## config.mk

```make
export PLATFORM = sky130hd
export DESIGN_NAME = bus_cycle_sequencer
export DESIGN_NICKNAME = d
export VERILOG_FILES = /design/src/bus_cycle_sequencer.v /design/src/phase_timer.v
export VERILOG_INCLUDE_DIRS = /design/src
export SDC_FILE = /design/constraint.sdc
export NUM_CORES = 1
export LEC_CHECK = 0
export BUFFER_PORTS_ARGS = -buffer_cell sky130_fd_sc_hd__buf_4
export CORE_ASPECT_RATIO = 0.7
export CORE_MARGIN = 2
export CORE_UTILIZATION = 55
export DETAILED_ROUTE_END_ITERATION = 6
export GPL_TIMING_DRIVEN = 0
export PLACE_DENSITY_LB_ADDON = 0.12
export SYNTH_ARGS = -nofsm -noshare
export SYNTH_HDL_FRONTEND = slang
export SYNTH_SLANG_ARGS = --single-unit
```

## constraint.sdc

```tcl
create_clock -name i_mclk -period 4.4 [get_ports i_mclk]
set_input_delay 0.88 -clock i_mclk [delete_from_list [all_inputs] [get_ports i_mclk]]
set_output_delay 0.88 -clock i_mclk [all_outputs]
set_load 0.01 [all_outputs]
```

## src/bus_seq_defines.vh

```
// bus cycle sequencer constants: phase codes, field positions, register map, reset values
// assumes inclusion by bare name from the design files
`ifndef BUS_SEQ_DEFINES_VH
`define BUS_SEQ_DEFINES_VH

// phase state codes, one-hot
`define PH_IDLE 7'h01
`define PH_ADDR 7'h02
`define PH_CMD 7'h04
`define PH_WSET 7'h08
`define PH_ACC 7'h10
`define PH_RDY 7'h20
`define PH_HOLD 7'h40

// chip-select timing configuration fields (16-bit word)
`define CFG_AB_LSB 0
`define CFG_AB_EXT_LSB 1
`define CFG_C_LSB 3
`define CFG_D_BIT 5
`define CFG_E_LSB 6
`define CFG_F_LSB 11
`define CFG_RDY_EN_BIT 13
`define CFG_RDY_ASYNC_BIT 14

// register port map
`define REG_CFG0 4'h0
`define REG_CFG1 4'h1
`define REG_CFG2 4'h2
`define REG_CFG3 4'h3
`define REG_STATUS 4'h4

// reset values and timing
`define CFG_RESET 16'h0000
`define UNIT_DIV_RESET 8'h00
`define REG_UNIT_DIV 4'h5

`endif

```

## src/bus_cycle_sequencer.v

```verilog
// bus_cycle_sequencer: external bus cycle sequencer with five timed phases
// assumes read data synchronous to i_mclk, one clock domain; handshake may be asynchronous in async mode
// assumes the register port and cycle requests come from logic on i_mclk
//
// Contract
// RULE1: every cycle runs address setup, command delay, write setup, access, hold
// RULE2: phase lengths programmable per chip select; command delay 0..3 units
// RULE3: address setup 1..2 units, plus 0..3 on window change, max 5
// RULE4: write setup / multiplexed tristate phase lasts 0 or 1 unit
// RULE5: address and write data hold phase lasts 0..3 units
// RULE6: access phase 1..32 units; handshake may lengthen it when enabled
// RULE7: handshake inactive at sampling point inserts one waitstate, sample again
// RULE8: handshake active at sampling point ends the running cycle
// RULE9: synchronous and asynchronous handshake modes use different sampling points
// RULE10: read data captured on the edge that drops strobe and changes address; the address here holds until the next request
// RULE11: strobe asserted after command delay, through access, released at hold
//
// Implementation choices: the strobed register port and the register addresses.
`timescale 1ns/1ps
`default_nettype none
`include "bus_seq_defines.vh"

module bus_cycle_sequencer (
    // clock and reset
    input wire i_mclk,
    input wire i_rst_b,
    // register port
    input wire [3:0] i_reg_addr,
    input wire [15:0] i_reg_wdata,
    input wire i_reg_wr,
    input wire i_reg_rd,
    output reg [15:0] o_reg_rdata,
    // cycle request
    input wire i_req,
    input wire i_req_write,
    input wire [1:0] i_req_cs,
    input wire [23:0] i_req_addr,
    input wire [15:0] i_req_wdata,
    input wire i_req_upper,
    output reg o_busy,
    output reg o_done,
    output reg [15:0] o_rdata,
    // external bus
    output reg [23:0] o_bus_addr,
    output reg [3:0] o_cs_b,
    output reg o_rd_b,
    output reg o_wr_b,
    output reg o_upper_byte_enable_b,
    output reg [15:0] o_data_out,
    output reg o_data_oe,
    input wire [15:0] i_data_in,
    input wire i_ready_b
);

    // ****************
    // declarations
    // ****************
    // one timing word per chip select
    reg [15:0] chip_select_timing_config [0:3];
    reg [7:0] unit_div;
    reg [7:0] div_cnt;
    reg tick;
    reg [6:0] state;
    reg [6:0] next_state;
    reg [1:0] cur_cs;
    reg [1:0] last_cs;
    reg cur_write;
    reg [15:0] cur_wdata;
    reg window_changed;
    reg ready_sync;
    reg ready_async_q1;
    reg ready_async_q2;
    reg load;
    reg [5:0] load_len;
    reg ready_seen;
    wire timer_done;
    wire [1:0] sel_cs;
    wire win_now;
    wire [15:0] cfg;
    wire [5:0] len_ab;
    wire [5:0] len_c;
    wire [5:0] len_d;
    wire [5:0] len_e;
    wire [5:0] len_f;
    wire rdy_en;
    wire rdy_async;
    wire ready_now;
    wire phase_end;
    integer k;

    // ****************
    // configuration decode
    // ****************
    // while idle the requested select is decoded, so the first phase already
    // uses the new timing word and the window-change extension
    assign sel_cs = (state == `PH_IDLE) ? i_req_cs : cur_cs;
    assign win_now = (state == `PH_IDLE) ? (i_req_cs != last_cs) : window_changed; // RULE3
    // fields of the selected chip-select timing word
    assign cfg = chip_select_timing_config[sel_cs];
    assign len_ab = {5'h00, cfg[`CFG_AB_LSB]} + 6'h01 +
        (win_now ? {4'h0, cfg[`CFG_AB_EXT_LSB+1:`CFG_AB_EXT_LSB]} : 6'h00); // RULE3
    assign len_c = {4'h0, cfg[`CFG_C_LSB+1:`CFG_C_LSB]}; // RULE2
    assign len_d = {5'h00, cfg[`CFG_D_BIT]}; // RULE4
    assign len_e = {1'b0, cfg[`CFG_E_LSB+4:`CFG_E_LSB]} + 6'h01; // RULE6
    assign len_f = {4'h0, cfg[`CFG_F_LSB+1:`CFG_F_LSB]}; // RULE5
    assign rdy_en = cfg[`CFG_RDY_EN_BIT];
    assign rdy_async = cfg[`CFG_RDY_ASYNC_BIT];

    // ****************
    // register port
    // ****************
    // config words steer phase lengths; status shows the sequencer state
    // unmapped indices read as zero and ignore writes
    always @(posedge i_mclk or negedge i_rst_b) begin
        if (!i_rst_b) begin
            for (k = 0; k < 4; k = k + 1) begin
                chip_select_timing_config[k] <= `CFG_RESET;
            end
            unit_div <= `UNIT_DIV_RESET;
            o_reg_rdata <= 16'h0000;
        end else begin
            if (i_reg_wr) begin
                case (i_reg_addr)
                    `REG_CFG0: chip_select_timing_config[0] <= i_reg_wdata; // RULE2
                    `REG_CFG1: chip_select_timing_config[1] <= i_reg_wdata;
                    `REG_CFG2: chip_select_timing_config[2] <= i_reg_wdata;
                    `REG_CFG3: chip_select_timing_config[3] <= i_reg_wdata;
                    `REG_UNIT_DIV: unit_div <= i_reg_wdata[7:0];
                    default: ;
                endcase
            end
            if (i_reg_rd) begin
                case (i_reg_addr)
                    `REG_CFG0: o_reg_rdata <= chip_select_timing_config[0];
                    `REG_CFG1: o_reg_rdata <= chip_select_timing_config[1];
                    `REG_CFG2: o_reg_rdata <= chip_select_timing_config[2];
                    `REG_CFG3: o_reg_rdata <= chip_select_timing_config[3];
                    `REG_STATUS: o_reg_rdata <= {5'h00, last_cs, cur_cs, state};
                    `REG_UNIT_DIV: o_reg_rdata <= {8'h00, unit_div};
                    default: o_reg_rdata <= 16'h0000;
                endcase
            end else begin
                o_reg_rdata <= 16'h0000;
            end
        end
    end

    // ****************
    // unit divider
    // ****************
    // count clocks within a unit; restart with each phase load so every phase
    // begins on a unit boundary
    // limitation: lowering the divider mid-unit lets the count wrap through 255
    always @(posedge i_mclk or negedge i_rst_b) begin
        if (!i_rst_b) begin
            div_cnt <= 8'h00;
        end else if (load || tick) begin
            div_cnt <= 8'h00;
        end else begin
            div_cnt <= div_cnt + 8'h01;
        end
    end

    // tick marks the last clock of a unit, so n units last n*(div+1) clocks
    always @* begin
        tick = (div_cnt == unit_div); // RULE2
    end

    phase_timer u_timer (
        .i_mclk(i_mclk),
        .i_rst_b(i_rst_b),
        .i_load(load),
        .i_len(load_len),
        .i_tick(tick),
        .o_done(timer_done)
    );

    // ****************
    // handshake sampling
    // ****************
    // async path gets two stages to settle a pin that may move at any time;
    // sync mode takes the pin through one stage, so it reacts to the pin one clock earlier than async
    always @(posedge i_mclk or negedge i_rst_b) begin
        if (!i_rst_b) begin
            ready_sync <= 1'b0;
            ready_async_q1 <= 1'b0;
            ready_async_q2 <= 1'b0;
        end else begin
            ready_sync <= !i_ready_b;
            ready_async_q1 <= !i_ready_b;
            ready_async_q2 <= ready_async_q1;
        end
    end
    assign ready_now = rdy_async ? ready_async_q2 : ready_sync; // RULE9

    // ****************
    // phase sequencing
    // ****************
    // a zero-length phase is skipped by loading the next one directly
    assign phase_end = timer_done;

    always @* begin
        next_state = state;
        load = 1'b0;
        load_len = 6'h00;
        ready_seen = 1'b0;
        case (state)
            // a request loads the address setup length at once
            `PH_IDLE: begin
                if (i_req) begin
                    next_state = `PH_ADDR; // RULE1
                    load = 1'b1;
                    load_len = len_ab;
                end
            end
            // zero-length command delay and write setup phases are skipped
            `PH_ADDR: begin
                if (phase_end) begin
                    if (len_c != 6'h00) begin
                        next_state = `PH_CMD;
                        load_len = len_c;
                    end else if (len_d != 6'h00) begin
                        next_state = `PH_WSET;
                        load_len = len_d;
                    end else begin
                        next_state = `PH_ACC;
                        load_len = len_e;
                    end
                    load = 1'b1;
                end
            end
            `PH_CMD: begin
                if (phase_end) begin
                    next_state = (len_d != 6'h00) ? `PH_WSET : `PH_ACC; // RULE1
                    load_len = (len_d != 6'h00) ? len_d : len_e;
                    load = 1'b1;
                end
            end
            `PH_WSET: begin
                if (phase_end) begin
                    next_state = `PH_ACC;
                    load_len = len_e;
                    load = 1'b1;
                end
            end
            // the handshake counts only once the programmed access units are over
            `PH_ACC, `PH_RDY: begin
                if (phase_end) begin
                    ready_seen = !rdy_en || ready_now;
                    if (!ready_seen) begin
                        next_state = `PH_RDY; // RULE7
                        load_len = 6'h01;
                        load = 1'b1;
                    end else if (len_f != 6'h00) begin
                        next_state = `PH_HOLD; // RULE8
                        load_len = len_f;
                        load = 1'b1;
                    end else begin
                        next_state = `PH_IDLE;
                    end
                end
            end
            // hold ends the cycle without a further load
            `PH_HOLD: begin
                if (phase_end) begin
                    next_state = `PH_IDLE;
                end
            end
            default: next_state = `PH_IDLE;
        endcase
    end

    // ****************
    // bus outputs
    // ****************
    // strobes and data enable follow the phase; read data latched as strobe rises
    // write data stays driven through hold so it is stable after the strobe rises
    always @(posedge i_mclk or negedge i_rst_b) begin
        if (!i_rst_b) begin
            state <= `PH_IDLE;
            cur_cs <= 2'h0;
            last_cs <= 2'h0;
            cur_write <= 1'b0;
            cur_wdata <= 16'h0000;
            window_changed <= 1'b0;
            o_busy <= 1'b0;
            o_done <= 1'b0;
            o_rdata <= 16'h0000;
            o_bus_addr <= 24'h000000;
            o_cs_b <= 4'hF;
            o_rd_b <= 1'b1;
            o_wr_b <= 1'b1;
            o_upper_byte_enable_b <= 1'b1;
            o_data_out <= 16'h0000;
            o_data_oe <= 1'b0;
        end else begin
            state <= next_state;
            o_done <= 1'b0;
            if (state == `PH_IDLE && i_req) begin
                cur_cs <= i_req_cs;
                window_changed <= (i_req_cs != last_cs); // RULE3
                cur_write <= i_req_write;
                cur_wdata <= i_req_wdata;
                o_busy <= 1'b1;
                o_bus_addr <= i_req_addr;
                o_upper_byte_enable_b <= !i_req_upper;
                o_cs_b <= ~(4'h1 << i_req_cs);
            end
            // write data driven from write setup on; strobe on once access starts
            if (next_state == `PH_WSET || next_state == `PH_ACC) begin
                o_data_oe <= cur_write;
                o_data_out <= cur_wdata;
            end
            if (next_state == `PH_ACC && state != `PH_ACC && state != `PH_RDY) begin
                o_rd_b <= cur_write; // RULE11
                o_wr_b <= !cur_write; // RULE11
            end
            // end of access: release strobe, latch read data on the same edge
            if ((state == `PH_ACC || state == `PH_RDY) && next_state != `PH_RDY && phase_end) begin
                o_rd_b <= 1'b1; // RULE11
                o_wr_b <= 1'b1;
                if (!cur_write) begin
                    o_rdata <= i_data_in; // RULE10
                end
            end
            // cycle finished: drop select and bus drive
            if (state != `PH_IDLE && next_state == `PH_IDLE) begin
                o_busy <= 1'b0;
                o_done <= 1'b1;
                o_cs_b <= 4'hF;
                o_data_oe <= 1'b0;
                o_upper_byte_enable_b <= 1'b1;
                last_cs <= cur_cs;
            end
        end
    end

endmodule // bus_cycle_sequencer

`default_nettype wire

```

## src/phase_timer.v

```verilog
// phase_timer: counts bus-timing clock units for the current phase
// assumes the parent's tick is high in the last clock of each bus-timing unit
`timescale 1ns/1ps
`default_nettype none

module phase_timer (
    // clock and reset
    input wire i_mclk,
    input wire i_rst_b,
    // control
    input wire i_load,
    input wire [5:0] i_len,
    input wire i_tick,
    // status
    output reg o_done
);

    reg [5:0] remain;

    // ****************
    // unit countdown
    // ****************
    // load wins over a tick so a new phase always starts with its full length
    always @(posedge i_mclk or negedge i_rst_b) begin
        if (!i_rst_b) begin
            remain <= 6'h00;
        end else if (i_load) begin
            remain <= i_len;
        end else if (i_tick && remain != 6'h00) begin
            remain <= remain - 6'h01;
        end
    end

    // done in the last clock of the last unit, so the parent moves on with no dead clock
    always @* begin
        o_done = i_tick && (remain == 6'h01);
    end

endmodule // phase_timer

`default_nettype wire

```

==> flow_summary.json <==
{
  "failed_checks": "DRC",
  "rel_slew_slack": 0.1619,
  "rows": 40,
  "post_cts_resize_count": 0,
  "synth.avg_cell_area_um2": 11.17,
  "clockBufferDepth": 2,
  "tritoncts": "yes",
  "remaining_antenna_violation_count_after_routing": 0,
  "ys.warnings.count": 0,
  "drt_first_pass_iters": 7,
  "synth.cell_area_mm2": 0.009517,
  "floorplan.initialDensity": 0.5576,
  "worstPathRequired_ns": 4.74,
  "startpoint_type": "flop",
  "cap_viol_max_count": 0,
  "met1_length_mm": 11.17,
  "grt_max_degree": 105,
  "global_route.usage.total": 0.2741,
  "fin_nets": 1130,
  "outcome": "complete, but fails checks",
  "synthArstFlopShare": 1.000,
  "final.hold.worst_slack_ns": 0.4515,
  "drive_above_1_share": 0.3216,
  "synth_fp_nets": 944,
  "vias": 7521,
  "timing.rr.start": "state[5]",
  "avgViaCountPerCell": 5.867,
  "synthTopCellsByArea": "dfrtp_1, mux2_2, nand2_1",
  "startpoint": "state[5]",
  "synth_commonest_cells": "dfrtp_1, nand2_1, mux2_2",
  "topRoutingLayerUsed": "met4",
  "skew_ns": 0.01550,
  "fin_ws_ns": 0.7679,
  "tightestPinTransition_ns": 1.248,
  "grt_overflow": 0,
  "r2r_slack_ns": 0.77,
  "place.gp.congestion": 0.9481,
  "min_period_ns": 3.632,
  "cts-htree-levels": 4,
  "avgRoutedWirePerCell_um": 18.74,
  "path_max_fanout": 10,
  "termination_of_the_worst_setup_path": "o_data_out[14]",
  "netlist_instances": 852,
  "met2_length_mm": 10.86,
  "endpoint_kind": "flop",
  "grt_first_pass_wirelength_mm": 39.37,
  "pre_cts_ws_ns": 0.5919,
  "setup_viol": 0,
  "totalWireLength_mm": 24.03,
  "library_cell_used_as_clock_root_buffer": "clkbuf_16",
  "port-buffer-count": 165,
  "drc_errors": 1,
  "data_arrival_critical_path_ns": 3.97,
  "detailroute.wirelength.met3_mm": 1.766,
  "synth.largest_area_cell": "dfrtp_1",
  "dr_iter_0_viols": 741,
  "synthDistinctLibCells": 72,
  "antenna_violations_before_repair": 0,
  "clk_pin_slew_worst_paths_ns": 0.08,
  "power_leakage_nw": 5.489,
  "synth_seq_cells": 199,
  "report.final.slew_viol_count": 0,
  "die_width_um": 161.2,
  "cts_num_sinks": 199,
  "core_area_mm2": 0.01707,
  "synth_most_common_cell": "dfrtp_1",
  "hold_viol": 0,
  "peakVddDrop_v": 0.0003215,
  "first_global_vias": 7349,
  "pin_count": 168,
  "ys_seq_area_frac": 0.5243,
  "hold_path_class": "input port to asynchronous set/reset pin",
  "rsz_0062_raised_after_global_routing": "no",
  "synth_enable_flop_cells": 0,
  "timing_worst_setup_path_type": "flop to flop",
  "cts_buffers": 17,
  "rr_endpoint": "o_data_out[14]",
  "post-route-cell-area_mm2": 0.01167,
  "fp.dieH_um": 114.1,
  "post-cts-setup-buffers": 0,
  "timing.final.crit_share": 0.8255,
  "num_antenna_cells": 0,
  "max_clock_freq_ghz": 0.2753,
  "die_area_mm2": 0.01839,
  "worst_skew_pair.late_latency_ns": 0.45,
  "p_r_area_growth_vs_syn_pct": 22.60,
  "total_cell_area_at_the_placement_stage_mm2": 0.01109,
  "synth.top_cell.area_share": 0.5022,
  "postSynth.topFlopCell": "dfrtp_1",
  "power_per_cell_area_mw_per_mm2": 561.9,
  "final_hpwl_dp_mm": 17.33,
  "ctsHoldBuffers": 0,
  "timing.reg2reg.worst_path_depth": 12,
  "finalSetupTns_ns": 0
}
-- cell usage in the layout, fill, tap and decap left out, drive strengths merged, types with 6 or more instances in the layout --
cell,instances
a21oi,25
mux2i,8
nand3,20
a211oi,10
mux2,108
o21ai,22
nand2b,13
a222oi,8
dfstp,8
a311oi,6
nor3,11
nor2,30
ha,6
inv,19
dfrtp,191
clkbuf,49
and3,6
mux4,11
buf,185
a31oi,11
clkinv,7
nor4,10
a22oi,27
xor2,19
nand2,175
-- cell families after synthesis --
logic type	Yosys count	share of synthesized area
AND/OR/NAND/NOR	296	0.1453
flip-flops	199	0.5243
AO/OA/AOI/OAI	139	0.1040
multiplexers	127	0.1670
buffers and inverters	62	0.03037
XOR/XNOR	23	0.02117
adder cells (fa/ha/maj)	6	0.007888
-- metal layers --
layer,vias to the layer above,track usage
met4,0,0.06607
li1,3437,-
met2,303,0.4149
met5,-,0
met1,3754,0.4141
met3,27,0.05034
-- area by class of cell --
| type | count | area (µm²) |
|---|---|---|
| sequential | 199 | 4990 |
| timing repair buffer | 167 | 1281 |
| clock inverter | 14 | 138.9 |
| tap | 231 | 289.0 |
| fill | 1317 | 5399 |
| inverter | 13 | 48.80 |
| multi-input combinational | 591 | 4250 |
| buffer | 49 | 240.2 |
| clock buffer | 18 | 429.2 |
-- critical path, cell delays in order (launching register included) --
cell and delay, ns:
dfrtp_1 0.38, clkbuf_1 0.26, nor3b_2 0.48, nand2_1 0.21
buf_2 0.27, a311oi_1 0.37, mux2i_1 0.24, a32oi_1 0.31
and2_1 0.19, and2_1 0.14, buf_4 0.18, buf_8 0.18
mux2_4 0.31
-- how the worst min path moves through the flow --
stage | startpoint | endpoint | slack [ns] | cells after the start
floorplan | ready_async_q1 | ready_async_q2 | 0.40 | 0
global placement | cur_wdata[2] | cur_wdata[2] | 0.45 | 2
detailed placement | cur_wdata[2] | cur_wdata[2] | 0.46 | 2
CTS | cur_wdata[2] | cur_wdata[2] | 0.47 | 2
global route | o_bus_addr[2] | o_bus_addr[2] | 0.50 | 2
finish | i_rst_b | o_reg_rdata[15] | 0.45 | 1
-- sequential cells by signal, indices dropped and copies added, names as in the netlist, 2 cells and up --
| register | count |
|---|---|
| div_cnt | 8 |
| o_reg_rdata | 16 |
| cur_cs | 2 |
| o_bus_addr | 24 |
| u_timer.remain | 6 |
| unit_div | 8 |
| last_cs | 2 |
| o_cs_b | 4 |
| o_rdata | 16 |
| cur_wdata | 16 |
| o_data_out | 16 |
| state | 7 |
| chip_select_timing_config | 64 |
-- stage by stage --
| stage | instances | util | power [mW] |
|---|---|---|---|
| global placement | 1248 | 0.6471 | 4.977 |
| global route | 1282 | 0.6837 | 6.959 |
| finish | 1282 | 0.6837 | 6.556 |
| CTS | 1282 | 0.6833 | 6.556 |
| floorplan | 852 | - | 4.140 |
| detailed placement | 1250 | 0.6500 | 5.035 |
-- report_power, final --
| group | switching [mW] | internal [mW] |
|---|---|---|
| Sequential | 0.388 | 2.31 |
| Combinational | 1.29 | 1.06 |
| Clock | 0.753 | 0.752 |
| Total | 2.43 | 4.12 |
Power figures use the tool's default switching activity.
